$ cat src/oc_consts.svh
// Register offsets, field positions and reset values of the output compare channel.
`ifndef OC_CONSTS_SVH
`define OC_CONSTS_SVH
`define ADDR_W 8
`define CTRL_OFS 8'h00
`define PRI_OFS 8'h04
`define SEC_OFS 8'h08
`define MODE_LSB 0
`define MODE_MSB 2
`define TSEL_BIT 3
`define FLT_BIT 4
`define IDLE_BIT 13
`define CTRL_RST 16'h0000
`define CMP_RST 16'h0000
`define FAULT_IDLE 1'b1
`define RESP_OKAY 2'h0
`define RESP_SLVERR 2'h2
`endif

$ cat src/oc_pkg.sv
// Types and the shared address decode function of the output compare channel.
`include "oc_consts.svh"
package oc_pkg;
   // Compare mode field encodings, in field order.
   typedef enum logic [2:0] {
      MODE_OFF, MODE_SET_HIGH, MODE_SET_LOW, MODE_TOGGLE,
      MODE_ONE_PULSE, MODE_PULSES, MODE_PWM, MODE_PWM_FAULT
   } cmp_mode_t;

   // True for any byte address that holds a register.
   function automatic logic reg_mapped(input logic [`ADDR_W-1:0] a);
      return (a == `CTRL_OFS) || (a == `PRI_OFS) || (a == `SEC_OFS);
   endfunction
endpackage

$ cat src/reg_bus_if.sv
// Internal register access path between the bus slave and the channel logic.
`timescale 1ns/1ps
`include "oc_consts.svh"
interface reg_bus_if;
   logic wr_en;
   logic [`ADDR_W-1:0] wr_addr;
   logic [31:0] wr_data;
   logic [3:0] wr_strb;
   logic [`ADDR_W-1:0] rd_addr;
   logic [31:0] rd_data;
   modport slave_end (output wr_en, wr_addr, wr_data, wr_strb, rd_addr, input rd_data);
   modport regs_end (input wr_en, wr_addr, wr_data, wr_strb, rd_addr, output rd_data);
endinterface

$ cat src/axil_slave.sv
// AXI4-Lite slave that turns bus transfers into single-cycle register accesses.
`timescale 1ns/1ps
`include "oc_consts.svh"
module axil_slave
   import oc_pkg::*;
(
   // Clock and reset.
   input wire logic aclk,
   input wire logic aresetn,
   // Write address and data channels.
   input wire logic [`ADDR_W-1:0] awaddr,
   input wire logic awvalid,
   output logic awready,
   input wire logic [31:0] wdata,
   input wire logic [3:0] wstrb,
   input wire logic wvalid,
   output logic wready,
   // Write response channel.
   output logic [1:0] bresp,
   output logic bvalid,
   input wire logic bready,
   // Read channels.
   input wire logic [`ADDR_W-1:0] araddr,
   input wire logic arvalid,
   output logic arready,
   output logic [31:0] rdata,
   output logic [1:0] rresp,
   output logic rvalid,
   input wire logic rready,
   // Register side.
   reg_bus_if.slave_end bus
);
   // All slave state; the ready flags are flops computed from the next state.
   typedef struct packed {
      logic aw_got;
      logic [`ADDR_W-1:0] awaddr;
      logic w_got;
      logic [31:0] wdata;
      logic [3:0] wstrb;
      logic bvalid;
      logic [1:0] bresp;
      logic awready;
      logic wready;
      logic arready;
      logic rvalid;
      logic [31:0] rdata;
      logic [1:0] rresp;
   } slv_t;

   slv_t s_r;
   slv_t s_nxt;

   // A write commits once both halves are held and no response is pending.
   assign bus.wr_en = s_r.aw_got & s_r.w_got & ~s_r.bvalid;
   assign bus.wr_addr = s_r.awaddr;
   assign bus.wr_data = s_r.wdata;
   assign bus.wr_strb = s_r.wstrb;
   assign bus.rd_addr = araddr;

   // Outputs straight from the state flops.
   assign awready = s_r.awready;
   assign wready = s_r.wready;
   assign bresp = s_r.bresp;
   assign bvalid = s_r.bvalid;
   assign arready = s_r.arready;
   assign rdata = s_r.rdata;
   assign rresp = s_r.rresp;
   assign rvalid = s_r.rvalid;

   // Channel handshakes; address and data are accepted in either order.
   always_comb begin
      s_nxt = s_r;
      if (awvalid && s_r.awready) begin
         s_nxt.aw_got = 1'b1;
         s_nxt.awaddr = awaddr;
      end
      if (wvalid && s_r.wready) begin
         s_nxt.w_got = 1'b1;
         s_nxt.wdata = wdata;
         s_nxt.wstrb = wstrb;
      end
      if (s_r.bvalid && bready) begin
         s_nxt.bvalid = 1'b0;
      end
      if (bus.wr_en) begin
         s_nxt.aw_got = 1'b0;
         s_nxt.w_got = 1'b0;
         s_nxt.bvalid = 1'b1;
         s_nxt.bresp = reg_mapped(s_r.awaddr) ? `RESP_OKAY : `RESP_SLVERR;
      end
      if (s_r.rvalid && rready) begin
         s_nxt.rvalid = 1'b0;
      end
      if (arvalid && s_r.arready) begin
         s_nxt.rvalid = 1'b1;
         s_nxt.rdata = bus.rd_data;
         s_nxt.rresp = reg_mapped(araddr) ? `RESP_OKAY : `RESP_SLVERR;
      end
      // Ready is withheld while a response waits, so only one of each is in flight.
      s_nxt.awready = ~s_nxt.aw_got & ~s_nxt.bvalid;
      s_nxt.wready = ~s_nxt.w_got & ~s_nxt.bvalid;
      s_nxt.arready = ~s_nxt.rvalid;
   end

   // State register with synchronous reset.
   always_ff @(posedge aclk) begin
      if (!aresetn) begin
         s_r <= '0;
      end else begin
         s_r <= s_nxt;
      end
   end
endmodule

$ cat src/output_compare_channel.sv
// Output compare channel: compare modes, PWM with fault, and its register file.
//
// Operation
// - Compare against one or both compare values.
// - Pin changes on compare matches, PWM period starts, faults and mode writes.
// - Mode 000 disables; pin follows general I/O.
// - Mode 001: start low, match sets high.
// - Mode 010: start high, match sets low.
// - Mode 011: keep level, toggle per match.
// - Mode 100: one pulse, interrupt on fall.
// - Mode 101: repeated pulses, interrupt on falls.
// - Mode 110: PWM, fault ignored, no interrupt.
// - Mode 111: PWM, interrupt on fault fall.
// - Fault flag set by hardware, read-only.
// - Idle-stop bit halts channel during CPU idle.
// - Unimplemented control bits read zero.
`timescale 1ns/1ps
`include "oc_consts.svh"
module output_compare_channel
   import oc_pkg::*;
(
   // Clock and reset.
   input wire logic aclk,
   input wire logic aresetn,
   // AXI4-Lite write address and data.
   input wire logic [`ADDR_W-1:0] s_axi_awaddr,
   input wire logic s_axi_awvalid,
   output logic s_axi_awready,
   input wire logic [31:0] s_axi_wdata,
   input wire logic [3:0] s_axi_wstrb,
   input wire logic s_axi_wvalid,
   output logic s_axi_wready,
   // AXI4-Lite write response.
   output logic [1:0] s_axi_bresp,
   output logic s_axi_bvalid,
   input wire logic s_axi_bready,
   // AXI4-Lite read.
   input wire logic [`ADDR_W-1:0] s_axi_araddr,
   input wire logic s_axi_arvalid,
   output logic s_axi_arready,
   output logic [31:0] s_axi_rdata,
   output logic [1:0] s_axi_rresp,
   output logic s_axi_rvalid,
   input wire logic s_axi_rready,
   // Time bases and system status.
   input wire logic [15:0] timer2_count,
   input wire logic [15:0] timer3_count,
   input wire logic cpu_idle,
   // Active-low fault shared with other channels.
   input wire logic shared_fault_input,
   // Level the general-purpose port would drive.
   input wire logic gpio_pin_level,
   // Pin, interrupt event and status.
   output logic compare_output_pin,
   output logic compare_irq,
   output logic compare_enabled
);
   // All channel state in one record.
   typedef struct packed {
      logic idle_stop;
      logic fault;
      logic tsel;
      cmp_mode_t mode;
      logic [15:0] pri;
      logic [15:0] sec;
      logic [15:0] duty;
      logic level;
      logic done;
      logic eq_pri_d;
      logic eq_sec_d;
      logic zero_d;
      logic fault_in_d;
      logic pin;
      logic irq;
      logic enabled;
   } chan_t;

   // Reset image: control cleared, pin released to general I/O.
   localparam chan_t CHAN_RST = '{
      idle_stop: 1'b0,
      fault: 1'b0,
      tsel: 1'b0,
      mode: MODE_OFF,
      pri: `CMP_RST,
      sec: `CMP_RST,
      duty: `CMP_RST,
      level: 1'b0,
      done: 1'b0,
      eq_pri_d: 1'b0,
      eq_sec_d: 1'b0,
      zero_d: 1'b0,
      fault_in_d: `FAULT_IDLE,
      pin: 1'b0,
      irq: 1'b0,
      enabled: 1'b0
   };

   chan_t s_r;
   chan_t s_nxt;

   // Register access path from the bus slave.
   reg_bus_if bus ();

   // Byte-lane merge used for both compare values.
   function automatic logic [15:0] merge16(
      input logic [15:0] old,
      input logic [31:0] data,
      input logic [3:0] strb
   );
      logic [15:0] r;
      r = old;
      if (strb[0]) begin
         r[7:0] = data[7:0];
      end
      if (strb[1]) begin
         r[15:8] = data[15:8];
      end
      return r;
   endfunction

   // Pin level taken on entry to a mode.
   function automatic logic init_level(
      input cmp_mode_t m,
      input logic cur,
      input logic [15:0] pri
   );
      logic r;
      r = 1'b0;
      case (m)
         MODE_SET_LOW: begin
            r = 1'b1;
         end
         MODE_TOGGLE: begin
            r = cur;
         end
         MODE_PWM, MODE_PWM_FAULT: begin
            r = (pri != 16'h0000);
         end
         default: begin
            r = 1'b0;
         end
      endcase
      return r;
   endfunction

   // Bus slave; its flops drive the bus outputs directly.
   axil_slave u_slave (
      .aclk(aclk),
      .aresetn(aresetn),
      .awaddr(s_axi_awaddr),
      .awvalid(s_axi_awvalid),
      .awready(s_axi_awready),
      .wdata(s_axi_wdata),
      .wstrb(s_axi_wstrb),
      .wvalid(s_axi_wvalid),
      .wready(s_axi_wready),
      .bresp(s_axi_bresp),
      .bvalid(s_axi_bvalid),
      .bready(s_axi_bready),
      .araddr(s_axi_araddr),
      .arvalid(s_axi_arvalid),
      .arready(s_axi_arready),
      .rdata(s_axi_rdata),
      .rresp(s_axi_rresp),
      .rvalid(s_axi_rvalid),
      .rready(s_axi_rready),
      .bus(bus.slave_end)
   );

   // Compare datapath signals.
   logic [15:0] timer;
   logic [15:0] cmp_a;
   logic is_pwm;
   logic halted;
   logic eq_pri;
   logic eq_sec;
   logic at_zero;
   logic match_pri;
   logic match_sec;
   logic period_start;
   logic fault_fall;
   logic wr_ctrl;
   logic wr_pri;
   logic wr_sec;
   logic [15:0] ctrl_view;

   // Timer choice and compare sources.
   assign timer = s_r.tsel ? timer3_count : timer2_count;
   assign is_pwm = (s_r.mode == MODE_PWM) || (s_r.mode == MODE_PWM_FAULT);
   // PWM compares against the latched duty so a mid-period write cannot glitch.
   assign cmp_a = is_pwm ? s_r.duty : s_r.pri;
   assign halted = s_r.idle_stop & cpu_idle;
   assign eq_pri = (timer == cmp_a);
   assign eq_sec = (timer == s_r.sec);
   assign at_zero = (timer == 16'h0000);
   // A match is the first cycle of equality; a stopped timer does not refire.
   assign match_pri = eq_pri & ~s_r.eq_pri_d;
   assign match_sec = eq_sec & ~s_r.eq_sec_d;
   assign period_start = at_zero & ~s_r.zero_d;
   assign fault_fall = s_r.fault_in_d & ~shared_fault_input;

   // Register write decode.
   assign wr_ctrl = bus.wr_en && (bus.wr_addr == `CTRL_OFS);
   assign wr_pri = bus.wr_en && (bus.wr_addr == `PRI_OFS);
   assign wr_sec = bus.wr_en && (bus.wr_addr == `SEC_OFS);

   // Control view with unimplemented positions held at zero.
   always_comb begin
      ctrl_view = `CTRL_RST;
      ctrl_view[`IDLE_BIT] = s_r.idle_stop;
      ctrl_view[`FLT_BIT] = s_r.fault;
      ctrl_view[`TSEL_BIT] = s_r.tsel;
      ctrl_view[`MODE_MSB:`MODE_LSB] = s_r.mode;
   end

   // Read data; unmapped addresses read zero.
   always_comb begin
      case (bus.rd_addr)
         `CTRL_OFS: begin
            bus.rd_data = {16'h0000, ctrl_view};
         end
         `PRI_OFS: begin
            bus.rd_data = {16'h0000, s_r.pri};
         end
         `SEC_OFS: begin
            bus.rd_data = {16'h0000, s_r.sec};
         end
         default: begin
            bus.rd_data = 32'h0000_0000;
         end
      endcase
   end

   // Next state: compare engine first, then software writes, then fault capture.
   always_comb begin
      s_nxt = s_r;
      s_nxt.irq = 1'b0;
      // Halted channels freeze all history, so an equality or fault fall still standing at wake-up fires then.
      if (!halted) begin
         s_nxt.eq_pri_d = eq_pri;
         s_nxt.eq_sec_d = eq_sec;
         s_nxt.zero_d = at_zero;
         s_nxt.fault_in_d = shared_fault_input;
         case (s_r.mode)
            MODE_SET_HIGH: begin
               if (match_pri && !s_r.done) begin
                  s_nxt.level = 1'b1;
                  s_nxt.done = 1'b1;
                  s_nxt.irq = 1'b1;
               end
            end
            MODE_SET_LOW: begin
               if (match_pri && !s_r.done) begin
                  s_nxt.level = 1'b0;
                  s_nxt.done = 1'b1;
                  s_nxt.irq = 1'b1;
               end
            end
            MODE_TOGGLE: begin
               if (match_pri) begin
                  s_nxt.level = ~s_r.level;
                  s_nxt.irq = 1'b1;
               end
            end
            MODE_ONE_PULSE, MODE_PULSES: begin
               // Primary match starts the pulse, secondary match ends it.
               if (!s_r.done) begin
                  if (!s_r.level && match_pri) begin
                     s_nxt.level = 1'b1;
                  end else if (s_r.level && match_sec) begin
                     s_nxt.level = 1'b0;
                     s_nxt.irq = 1'b1;
                     s_nxt.done = (s_r.mode == MODE_ONE_PULSE);
                  end
               end
            end
            MODE_PWM, MODE_PWM_FAULT: begin
               if (s_r.fault) begin
                  s_nxt.level = 1'b0;
               end else if (period_start) begin
                  // New period: latch the next duty from the secondary value.
                  s_nxt.duty = s_r.sec;
                  s_nxt.level = (s_r.sec != 16'h0000);
               end else if (match_pri) begin
                  s_nxt.level = 1'b0;
               end
            end
            default: begin
               s_nxt.done = s_r.done;
            end
         endcase
      end

      // Control write; a low-byte write re-enters the mode and clears the fault.
      if (wr_ctrl) begin
         if (bus.wr_strb[1]) begin
            s_nxt.idle_stop = bus.wr_data[`IDLE_BIT];
         end
         if (bus.wr_strb[0]) begin
            s_nxt.mode = cmp_mode_t'(bus.wr_data[`MODE_MSB:`MODE_LSB]);
            s_nxt.tsel = bus.wr_data[`TSEL_BIT];
            s_nxt.done = 1'b0;
            s_nxt.fault = 1'b0;
            s_nxt.duty = s_r.pri;
            s_nxt.level = init_level(s_nxt.mode, s_r.level, s_r.pri);
            // Fresh mode takes an equality already standing as a new match, but not a standing zero.
            s_nxt.eq_pri_d = 1'b0;
            s_nxt.eq_sec_d = 1'b0;
            s_nxt.zero_d = 1'b1;
         end
      end
      if (wr_pri) begin
         s_nxt.pri = merge16(s_r.pri, bus.wr_data, bus.wr_strb);
      end
      if (wr_sec) begin
         s_nxt.sec = merge16(s_r.sec, bus.wr_data, bus.wr_strb);
      end

      // Fault capture last so it wins over a clear in the same cycle.
      if (!halted && s_r.mode == MODE_PWM_FAULT && fault_fall) begin
         s_nxt.fault = 1'b1;
         s_nxt.level = 1'b0;
         s_nxt.irq = 1'b1;
      end

      // Disabled channel hands the pin to the general-purpose port.
      s_nxt.enabled = (s_nxt.mode != MODE_OFF);
      s_nxt.pin = s_nxt.enabled ? s_nxt.level : gpio_pin_level;
   end

   // State register with synchronous reset.
   always_ff @(posedge aclk) begin
      if (!aresetn) begin
         s_r <= CHAN_RST;
      end else begin
         s_r <= s_nxt;
      end
   end

   // Outputs straight from the state flops.
   assign compare_output_pin = s_r.pin;
   assign compare_irq = s_r.irq;
   assign compare_enabled = s_r.enabled;
endmodule

$ cat config.mk
export PLATFORM = sky130hd
export DESIGN_NAME = output_compare_channel
export DESIGN_NICKNAME = d
export VERILOG_FILES = /design/src/oc_pkg.sv /design/src/reg_bus_if.sv /design/src/axil_slave.sv /design/src/output_compare_channel.sv
export VERILOG_INCLUDE_DIRS = /design/src /design/src/src
export SDC_FILE = /design/constraint.sdc
export NUM_CORES = 1
export LEC_CHECK = 0
export ABC_AREA = 1
export BUFFER_PORTS_ARGS = -buffer_cell sky130_fd_sc_hd__clkbuf_2
export CAP_MARGIN = 10
export CORE_ASPECT_RATIO = 1.1
export CORE_MARGIN = 4
export CORE_UTILIZATION = 35
export DETAILED_ROUTE_END_ITERATION = 10
export GPL_TIMING_DRIVEN = 0
export HOLD_SLACK_MARGIN = 0.05
export PLACE_DENSITY = 0.59
export SYNTH_ARGS = -nofsm -noshare
export SYNTH_HDL_FRONTEND = slang
export SYNTH_SLANG_ARGS = --single-unit
$ cat constraint.sdc
create_clock -name aclk -period 3.35 [get_ports aclk]
set_input_delay 0.5025 -clock aclk [delete_from_list [all_inputs] [get_ports aclk]]
set_output_delay 0.5025 -clock aclk [all_outputs]
set_load 0.02 [all_outputs]
## Yosys cells after proc, flatten, opt, wreduce, memory -nomap -nowiden

Cells that the tools add are included.

- Equal/unequal tests: 17
- Multiplexer cells: 45
- Bitwise gates (word level): 19
- Reduce and logical (&&, ||, !) cells: 40

Operators with widths:

| cell | number |
|---|---|
| 2-to-1 mux 16 bit | 5 |
| one-hot mux 16 bit (3 select lines) | 1 |
| 2-to-1 mux 21 bit | 2 |
| 2-to-1 mux 37 bit | 1 |
| 2-to-1 mux 35 bit | 1 |
| equality test 16 bit | 2 |
| nonzero test 16 bit | 2 |
| 2-to-1 mux 22 bit | 1 |
| 2-to-1 mux 1 bit | 20 |
| equality test 3 bit, second input constant | 6 |
| equality test 8 x 3 -> 1 bit, second input constant | 2 |
| equality test 8 x 4 -> 1 bit, second input constant | 2 |
| logical NOT 16 bit | 1 |
| logical NOT 8 bit | 2 |
| AND reduction 2 bit | 7 |
| logical AND 1 bit | 13 |
| equality test 3 x 2 -> 1 bit, second input constant | 4 |
| 2-to-1 mux 2 bit | 6 |
| 2-to-1 mux 5 bit | 2 |
| inverter 1 bit | 10 |
| AND 1 bit | 9 |
| 2-to-1 mux 9 bit | 1 |
| one-hot mux 1 bit (3 select lines) | 3 |
| OR reduction 2 bit | 4 |
| other kinds (7) | 14 |

- Bits in registers: 150
- Input bits: 94
- Output and inout bits: 44
- Logic and storage cells: 152

## Depth between registers and ports, before layout

Gate-level depths: netlist (run 1).

- Depth in word-level cells: 14
- Depth in mapped cells: 24
- Mapped depth without buffers: 22

## Hierarchy

A second synthesis (run 1) with hierarchy kept.

- Cell total of the unflattened synthesis: 1141
- Area total of the unflattened synthesis: 7836.3 um^2

Modules (own cells, without submodules):

| module | instances | cells an instance | area an instance (um^2) | seq. area each (um^2) |
|---|---|---|---|---|
| output_compare_channel | 1 | 674 | 4194.0 | 1261.2 |
| axil_slave | 1 | 467 | 3642.2 | 1701.6 |

## Least setup slack after synthesis (run 1)

Ideal clock, no wire load.

- Kind: register to register
- Start: register s_r (netlist bit ctrl_view[3])
- End: register s_r (netlist bit compare_output_pin)
- Library setup time: 0.117 ns
- Data arrival time: 2.104 ns
- Data required time: 3.233 ns
- Setup slack: 1.128 ns
- Cell stages (with the launch flop): 24
- Buffers on the path: 2
- Clock period less this slack: 2.222 ns
- Cell sequence: dfxtp_1 -> buf_6 -> buf_12 -> nand2_4 -> nand2_4 -> inv_2 -> nand2_2 -> nand2_1 -> nor2_1 -> nand2_1 -> nor2_2 -> nand2_2 -> nor2_4 -> inv_2 -> ha_1 -> a31o_2 -> nand3_1 -> nand2_1 -> inv_1 -> nand2_1 -> nand2_1 -> nand2_1 -> nand2_1 -> a21oi_1

- Word-level cells in the longest chain between the ends: 13
- Elaborated cells between the ends (all ways): 25
- Classes of those cells: 2 x eq/ne; 16 x mux; 3 x bitwise; 4 x reduce/logical

RTL lines:

| what | line | RTL |
|---|---|---|
| from (decl) | output_compare_channel.sv:98 | `chan_t s_r;` |
| from (signal assigned) | output_compare_channel.sv:336 | `s_r <= s_nxt;` |
| 2-to-1 mux 16 bit (*) | output_compare_channel.sv:188 | `assign timer = s_r.tsel ? timer3_count : timer2_count;` |
| equality test 16 bit | output_compare_channel.sv:194 | `assign eq_sec = (timer == s_r.sec);` |
| AND 1 bit | output_compare_channel.sv:198 | `assign match_sec = eq_sec & ~s_r.eq_sec_d;` |
| logical AND 1 bit | output_compare_channel.sv:270 | `end else if (s_r.level && match_sec) begin` |
| 2-to-1 mux 2 bit | output_compare_channel.sv:270 |  |
| 2-to-1 mux 1 bit | output_compare_channel.sv:268 | `if (!s_r.level && match_pri) begin` |
| 2-to-1 mux 2 bit | output_compare_channel.sv:267 | `if (!s_r.done) begin` |
| one-hot mux 1 bit (5 select lines) (*) | output_compare_channel.sv:244 | `case (s_r.mode)` |
| 2-to-1 mux 22 bit (*) | output_compare_channel.sv:239 | `if (!halted) begin` |
| 2-to-1 mux 21 bit | output_compare_channel.sv:299 | `if (bus.wr_strb[0]) begin` |
| 2-to-1 mux 21 bit (*) | output_compare_channel.sv:295 | `if (wr_ctrl) begin` |
| 2-to-1 mux 1 bit (*) | output_compare_channel.sv:320 | `if (!halted && s_r.mode == MODE_PWM_FAULT && fault_fall) begin` |
| 2-to-1 mux 1 bit (*) | output_compare_channel.sv:328 | `s_nxt.pin = s_nxt.enabled ? s_nxt.level : gpio_pin_level;` |

Mark *: on every way between the ends. The rest lies on a longest branch, timed or not.
A chain may end at the register's enable or synchronous reset.

## Final worst setup path (run 1)

- Start: register s_r (netlist bit ctrl_view[1])
- End: register s_r[8] (netlist bit)

- Word-level cells in the longest chain between the ends: 13
- Elaborated cells between the ends (all ways): 30
- Classes of those cells: 8 x eq/ne; 14 x mux; 1 x bitwise; 7 x reduce/logical

RTL lines:

| what | line | RTL |
|---|---|---|
| equality test 3 bit (on tied branches) | output_compare_channel.sv:189, output_compare_channel.sv:244, output_compare_channel.sv:320 |  |
| logical OR 1 bit | output_compare_channel.sv:189 | `assign is_pwm = (s_r.mode == MODE_PWM) \|\| (s_r.mode == MODE_PWM_FAULT);` |
| 2-to-1 mux 16 bit | output_compare_channel.sv:191 | `assign cmp_a = is_pwm ? s_r.duty : s_r.pri;` |
| equality test 16 bit | output_compare_channel.sv:193 | `assign eq_pri = (timer == cmp_a);` |
| AND 1 bit | output_compare_channel.sv:197 | `assign match_pri = eq_pri & ~s_r.eq_pri_d;` |
| 2-to-1 mux 1 bit / logical AND 1 bit (equally long branches) | output_compare_channel.sv:284, output_compare_channel.sv:268 |  |
| 2-to-1 mux 1 bit (on tied branches) | output_compare_channel.sv:280, output_compare_channel.sv:268 |  |
| 2-to-1 mux 1 bit / 2-to-1 mux 2 bit (equally long branches) | output_compare_channel.sv:278, output_compare_channel.sv:267 |  |
| one-hot mux 1 bit (5 select lines) | output_compare_channel.sv:244 |  |
| 2-to-1 mux 22 bit | output_compare_channel.sv:239 |  |
| 2-to-1 mux 21 bit | output_compare_channel.sv:299 |  |
| 2-to-1 mux 21 bit | output_compare_channel.sv:295 |  |
| 2-to-1 mux 1 bit (*) | output_compare_channel.sv:320 |  |

Marked as above.

==> results.sh, run 1 <==
export IMPL_status="finished, final reports clean"
export IMPL_drv_slew=0
export IMPL_path_class="flop to flop"
export IMPL_worst_slack_ns=0.623
export IMPL_max_slew_margin_rel=0.510
export IMPL_synthFlopType="dfxtp_1"
export IMPL_max_clock_freq_mhz=367
export IMPL_crit_buf_inv=4
export IMPL_hp_start="s_axi_awaddr[0]"
export IMPL_grt_pass1_vias=5730
export IMPL_worstPathRequired_ns=3.62
export IMPL_synthCells=925
export IMPL_path_clk_slew_ns=0.06
export IMPL_rsz0062_at_grt="no"
export IMPL_regArea_sq_um=2280
export IMPL_dp_hpwl_microns=15800
export IMPL_io_buffers=101
export IMPL_ir_drop_mv=0.399
export IMPL_grt_ovfl_total=0
export IMPL_synth_top_family_by_area="simple AND/OR/NAND/NOR gates"
export IMPL_wl_per_cell_microns=15.2
export IMPL_crit_path_max_incr_delay_ns=0.31
export IMPL_grt_max_degree=17
export IMPL_p_total_uw=3450
export IMPL_vias=6243
export IMPL_netlist_top_cells_area="dfxtp_1, nand2_1, o21ai_0, a21oi_1, inv_1"
export IMPL_fill_cells=1926
export IMPL_syn_area_sq_um=6310
export IMPL_antenna_found_initial=0
export IMPL_multi_input_area_sq_um=3200
export IMPL_cts_buffers=17
export IMPL_wl_microns=19900
export IMPL_rr_startpoint="ctrl_view[1]"
export IMPL_routabilityCongestion=0.897
export IMPL_cp_data_arrival_time_ns=3.00
export IMPL_critPathLaunchType="flop"
export IMPL_die_h_microns=149
export IMPL_skew_ns=0.00609
export IMPL_cts_root_buf="clkbuf_16"
export IMPL_timing_final_crit_share=0.814
export IMPL_ant_nets=0
export IMPL_diodes=0
export IMPL_period_needed_ns=2.73
export IMPL_post_synth_mux_area_share=0
export IMPL_synth_top_area_frac=0.362
export IMPL_synth_xor_area_share=0.00139
export IMPL_r2r_setup_slack_ns=0.62
export IMPL_cts_setup_buffers=0
export IMPL_cp_top_family="simple AND/OR/NAND/NOR gates"
export IMPL_cts_hold_buffers=0
export IMPL_cp_startpoint="ctrl_view[1]"
export IMPL_finalNonFillerCells=1313
export IMPL_synth_distinct_cells=44
export IMPL_synth_compound_area_frac=0.208
export IMPL_fin_util=0.437
export IMPL_core_area_sq_um=17700
export IMPL_viasPerCell=4.75
export IMPL_fp_dieW_microns=136
export IMPL_synth_adder_area_share=0.00397
export IMPL_yosys_warnings=0
export IMPL_grt_pass1_wl_microns=30900
export IMPL_setup_violations=0
export IMPL_synth_edff_count=0
export IMPL_worst_path_max_delay_cell="dfxtp_1"
export IMPL_cts_resized_gates=0
export IMPL_drt_initial_drc_count=546
export IMPL_cap_violations=0
export IMPL_num_io_pins=138
export IMPL_cp_cell_sequence="buf_4 > buf_2 > nand3_1 > nand3_1 > nand2_1 > nor2_1 > nand2_1 > nor2_2 > nand2_2 > nor2_4 > inv_2 > ha_1 > a31o_2 > nand3_1 > nand2_1 > inv_1 > nand2_1 > nand2_1 > nand2_1 > nand2_1 > nor2_1"
export IMPL_cpMostUsedCell="nand2_1"
export IMPL_synthToLayoutAreaGrowth_pct=22.7
export IMPL_dp_slack_ns=0.593
export IMPL_fin_setup_tns_ns=0
export IMPL_cp_max_fo=10
export IMPL_cts_sinks=114
export IMPL_ys_ff_latch=114
export IMPL_clockBufferDepth=2
export IMPL_tightest_slew_ns=0.730
export IMPL_drc=0
export IMPL_crit_path_end_kind="flop"
export IMPL_clock_latency_ns=0.41
export IMPL_dieArea_sq_um=20200
export IMPL_place_inst=1281
export IMPL_final_layout_size_suffix_gt1_frac=0.226
export IMPL_finalHoldViolCount=0
export IMPL_p_per_area_nw_per_um2=445
export IMPL_nets=1158
export IMPL_rows=51
export IMPL_post_synth_top_area_cell="dfxtp_1"
export IMPL_p_leak_uw=0.00342
export IMPL_synth_simple_area_share=0.283
export IMPL_worst_hold_path_type="input pin to flop"
export IMPL_first_pass_iters=5
export IMPL_async_reset_ff_frac=0
export IMPL_syn_area_per_cell_sq_um=6.82
export IMPL_h_tree_depth=4
export IMPL_start_util=0.356
export IMPL_gr_usage_all_layers=0.196
export IMPL_seq_area_frac_synth=0.362
export IMPL_cts_tree="done"
## layout by cell type (no fill, tap or decap), drive strengths merged, types with 14 or more instances in the layout
master,instances
nand3,36
dfxtp,114
o21ai,97
nand4,17
nand2,241
clkbuf,145
conb,18
a21oi,75
a211oi,18
nor2,96
nor3,14
inv,101
buf,55
## power by group
part	total, uW	internal [uW]	switching, uW
Sequential	1420	1390	25.6
Combinational	298	111	187
Clock	1730	1090	643
Total	3450	2590	855
## per-layer routing
metal / part of all wire / track usage
met1: 0.48 / 0.275
met2: 0.44 / 0.304
met3: 0.063 / 0.0358
met5: 0 / 0
met4: 0.018 / 0.0620
## cell type report
class	instances	share of cell area
plain buffers	76	0.0658
well taps	238	0.0384
clock inverters	9	0.0103
clock buffers	23	0.0630
multi-input cells	650	0.413
flip-flops and latches	114	0.295
inverters	102	0.0494
repair buffers	101	0.0653
## kinds of logic after synthesis
kind of cell               after synthesis
adders and majority gates                2
xor gates and xnor gates                 1
and+or+nand+nor                        410
other                                    1
AOI/OAI and AO/OA                      219
DFF                                    114
buffers and inverters                  178
## synthesized netlist by cell type (5+ instances only)
library cell,n
a211oi_2,14
dfxtp_1,114
nor2_1,85
clkbuf_1,21
nor2_2,10
nor3_1,13
nand4_1,16
o22ai_1,10
buf_4,42
a21oi_1,74
nand2_2,7
nand3_1,35
nand2_1,230
o31ai_1,7
inv_1,92
o21ai_1,10
buf_6,6
o221ai_1,6
inv_2,9
o21ai_2,5
o21ai_0,82
## per-stage QoR
step           hold WS, ns  instance area (sq um)
2_1_floorplan        0.399                   6370
3_3_place_gp         0.414                   7180
3_5_place_dp         0.422                   7180
4_1_cts              0.336                   7740
5_1_grt              0.359                   7740
6_report             0.338                   7740
## sequential cells by signal (all words and copies together), names as in the netlist
signal / flops
u_slave.bvalid: 1
u_slave.bresp: 1
compare_output_pin: 1
u_slave.rresp: 1
u_slave.awready: 1
s_r: 54
u_slave.arready: 1
u_slave.bus.wr_strb: 2
u_slave.bus.wr_data: 16
u_slave.s_r: 2
compare_enabled: 1
u_slave.rdata: 16
compare_irq: 1
u_slave.wready: 1
u_slave.rvalid: 1
u_slave.bus.wr_addr: 8
ctrl_view: 6
## tightest hold or removal path, stage by stage
cell and delay, ns:
clkbuf_2 0.07, o21ai_0 0.07, nor2_1 0.08
## worst paths after layout
check	end	depth (start not counted)
setup / recovery	s_r[8]	21
setup reg to reg	s_r[8]	21
hold reg to reg	u_slave.awready	1
hold / removal	u_slave.bus.wr_addr[0]	3
Note: power is estimated with default switching activity, not from simulation.
==> run 2, diff against run 1 <==
--- a/config.mk
+++ b/config.mk
@@ -6,7 +6,7 @@
 export SDC_FILE = /design/constraint.sdc
 export NUM_CORES = 1
 export LEC_CHECK = 0
-export ABC_AREA = 1
+export ABC_AREA = 0
 export BUFFER_PORTS_ARGS = -buffer_cell sky130_fd_sc_hd__clkbuf_2
 export CAP_MARGIN = 10
 export CORE_ASPECT_RATIO = 1.1
==> constraint.sdc (replaced) <==
create_clock -name aclk -period 2.65 [get_ports aclk]
set_input_delay 0.3975 -clock aclk [delete_from_list [all_inputs] [get_ports aclk]]
set_output_delay 0.3975 -clock aclk [all_outputs]
set_load 0.02 [all_outputs]
==> run 2 against run 1 <==
The run now ends with negative setup slack left. Die area decreased by 6.1%. Design area decreased by 0.71%. Clock skew increased by 0.0029 ns. Non-clock buffer count increased by 27. Critical path type unchanged. Critical endpoint is now s_r[7].
==> results.sh, run 2 <==
export IMPL_clockBufferDepth=2
export IMPL_crit_path_max_incr_delay_ns=0.39
export IMPL_synth_common_cells="dfxtp_1, nand2_1, nor2_1, a21oi_1, mux2i_1"
export IMPL_ant_nets=0
export IMPL_wl_per_cell_microns=16.8
export IMPL_dieArea_sq_um=19000
export IMPL_yosys_warnings=0
export IMPL_timing_final_crit_share=1.14
export IMPL_r2r_end="s_r[7]"
export IMPL_cp_data_arrival_time_ns=3.34
export IMPL_syn_area_sq_um=5900
export IMPL_cp_startpoint="ctrl_view[3]"
export IMPL_crit_end="s_r[7]"
export IMPL_cts_root_buf="clkbuf_16"
export IMPL_ys_ff_latch=114
export IMPL_drv_slew=0
export IMPL_crit_path_end_kind="flop"
export IMPL_path_clk_slew_ns=0.06
export IMPL_drt_initial_drc_count=453
export IMPL_cp_cell_sequence="buf_6 > buf_12 > mux2i_4 > nor3_1 > nand4b_1 > nor4_4 > nand3_2 > nor2_4 > ha_4 > nor2_1 > nor4b_1 > o21a_1 > or3b_4 > o2111a_1"
export IMPL_violations="negative setup slack"
export IMPL_start_util=0.359
export IMPL_layout_common_cells="dfxtp_1, nand2_1, clkbuf_2"
export IMPL_grt_pass1_vias=5430
export IMPL_die_h_microns=144
export IMPL_rows=49
export IMPL_cap_violations=0
export IMPL_rsz0062_at_grt="yes"
export IMPL_drc=0
export IMPL_cp_max_fo=6
export IMPL_rr_startpoint="ctrl_view[3]"
export IMPL_grt_ovfl_total=0
export IMPL_first_pass_iters=5
export IMPL_fin_setup_tns_ns=-1.09
export IMPL_critPathLaunchType="flop"
export IMPL_num_io_pins=138
export IMPL_h_tree_depth=4
export IMPL_cts_tree="done"
export IMPL_synthCells=729
export IMPL_cts_buffers=17
export IMPL_nets=984
export IMPL_vias=5632
export IMPL_async_reset_ff_frac=0
export IMPL_mostFrequentLayoutCell="dfxtp_1"
export IMPL_post_synth_top_area_cell="dfxtp_1"
export IMPL_io_buffers=100
export IMPL_max_clock_freq_mhz=330
export IMPL_largest_reg_flops=54
export IMPL_antenna_found_initial=0
export IMPL_regMostFlops="s_r"
export IMPL_synth_top_area_frac=0.387
export IMPL_skew_ns=0.00895
export IMPL_seq_area_frac_synth=0.387
export IMPL_grt_max_degree=17
export IMPL_p_per_area_nw_per_um2=527
export IMPL_core_area_sq_um=16400
export IMPL_syn_area_per_cell_sq_um=8.10
export IMPL_fp_dieW_microns=132
export IMPL_viasPerCell=5.11
export IMPL_grt_pass1_wl_microns=29400
export IMPL_worst_hold_path_type="input pin to flop"
export IMPL_tightest_slew_ns=0.826
export IMPL_diodes=0
export IMPL_r2r_cells=14
export IMPL_dp_hpwl_microns=13600
export IMPL_final_layout_size_suffix_gt1_frac=0.255
export IMPL_netlist_top_cells_area="dfxtp_1, mux2i_1, nand2_1, a21oi_1, nor2_1"
export IMPL_cts_sinks=114
export IMPL_synthFlopType="dfxtp_1"
export IMPL_gr_usage_all_layers=0.195
export IMPL_synth_distinct_cells=45
export IMPL_finalHoldViolCount=0
export IMPL_fin_util=0.468
export IMPL_synth_most_common_cell="dfxtp_1"
export IMPL_r2r_setup_slack_ns=-0.38
export IMPL_setup_violations=3
export IMPL_routabilityCongestion=0.903
export IMPL_max_slew_margin_rel=0.445
export IMPL_worst_path_max_delay_cell="nor4_4"
export IMPL_wl_microns=18500
export IMPL_synth_edff_count=0
export IMPL_synthToLayoutAreaGrowth_pct=30.3
export IMPL_clock_latency_ns=0.42
export IMPL_period_needed_ns=3.03
export IMPL_status="finished with violations"
export IMPL_path_class="flop to flop"
export IMPL_worst_slack_ns=-0.378
export IMPL_fill_cells=1660
export IMPL_ir_drop_mv=0.411
export IMPL_worstPathRequired_ns=2.96
export IMPL_p_leak_uw=0.00313
-- run 2: logic make-up (layout without fill, tap and decap cells) --
group | Yosys count | in the layout | share of synthesized area
AND/OR/NAND/NOR | 299 | 299 | 0.241
multiplexers | 64 | 64 | 0.109
AO/OA/AOI/OAI | 140 | 140 | 0.142
flip-flops | 114 | 114 | 0.387
adder cells (fa/ha/maj) | 2 | 2 | 0.00424
XOR/XNOR | 24 | 24 | 0.0356
other | 1 | 18 | 0.000635
buffers and inverters | 85 | 238 | 0.0814
-- run 2: repair_timing --
| action | CTS | global route |
|---|---|---|
| gates resized for setup | 34 | 14 |
| setup endpoints to repair | 14 | 16 |
| hold buffers | 0 | 0 |
| buffers inserted | 8 | 12 |
| endpoints found under the hold margin | 0 | 0 |
| cloned | 1 | 2 |
| pin swaps | 15 | 15 |
-- run 2: per-stage QoR --
stage	hold slack, ns	worst slack [ns]	area (sq um)	total power (uW)	cells
finish	0.202	-0.378	7690	4060	1103
global route	0.203	-0.500	7690	4200	1103
CTS	0.190	-0.270	7520	4080	1089
detailed placement	0.448	-0.850	6770	2120	1050
global placement	0.443	-0.843	6770	2120	1050
floorplan	0.436	-0.0809	6010	2000	746
-- run 2: cell type report --
type	count	area, sq um	share of cell area
multi-input cells	547	3410	0.443
flip-flops and latches	114	2290	0.298
repair buffers	123	716	0.0931
plain buffers	81	514	0.0669
clock buffers	23	458	0.0596
well taps	204	255	0.0332
clock inverters	7	37.5	0.00488
inverters	4	15.0	0.00195
-- run 2: critical path, delay by kind of cell, from the launching register on --
kind | cells | cell delay (ns)
buffers and inverters | 2 | 0.27
adder cells (fa/ha/maj) | 1 | 0.15
flip-flops | 1 | 0.32
AND/OR/NAND/NOR | 8 | 1.60
AO/OA/AOI/OAI | 2 | 0.32
multiplexers | 1 | 0.25
-- run 2: power breakdown --
group,switching (uW),leakage (uW),internal (uW)
clock,750,0.000246,1190
sequential,23.3,0.000924,1750
combinational,205,0.00196,139
-- run 2: worst min path at each step --
stage	slack, ns	cells after the start	endpoint	startpoint
after detailed placement	0.45	2	u_slave.bus.wr_addr[7]	u_slave.bus.wr_addr[7]
after CTS	0.19	3	u_slave.bus.wr_addr[5]	s_axi_awaddr[5]
after floorplan	0.44	2	u_slave.bus.wr_addr[1]	u_slave.bus.wr_addr[1]
final	0.20	3	u_slave.bus.wr_data[0]	s_axi_wdata[0]
after global placement	0.44	2	u_slave.bus.wr_addr[7]	u_slave.bus.wr_addr[7]
after global routing	0.20	3	u_slave.bus.wr_addr[6]	s_axi_awaddr[6]
-- run 2: metal layers --
layer / wire (microns) / GRT usage / vias up
met1: 8480 / 0.259 / 2548
met2: 8420 / 0.313 / 210
met4: 436 / 0.0691 / 0
met3: 1210 / 0.0487 / 45
li1: - / - / 2829
met5: 0 / 0 / -
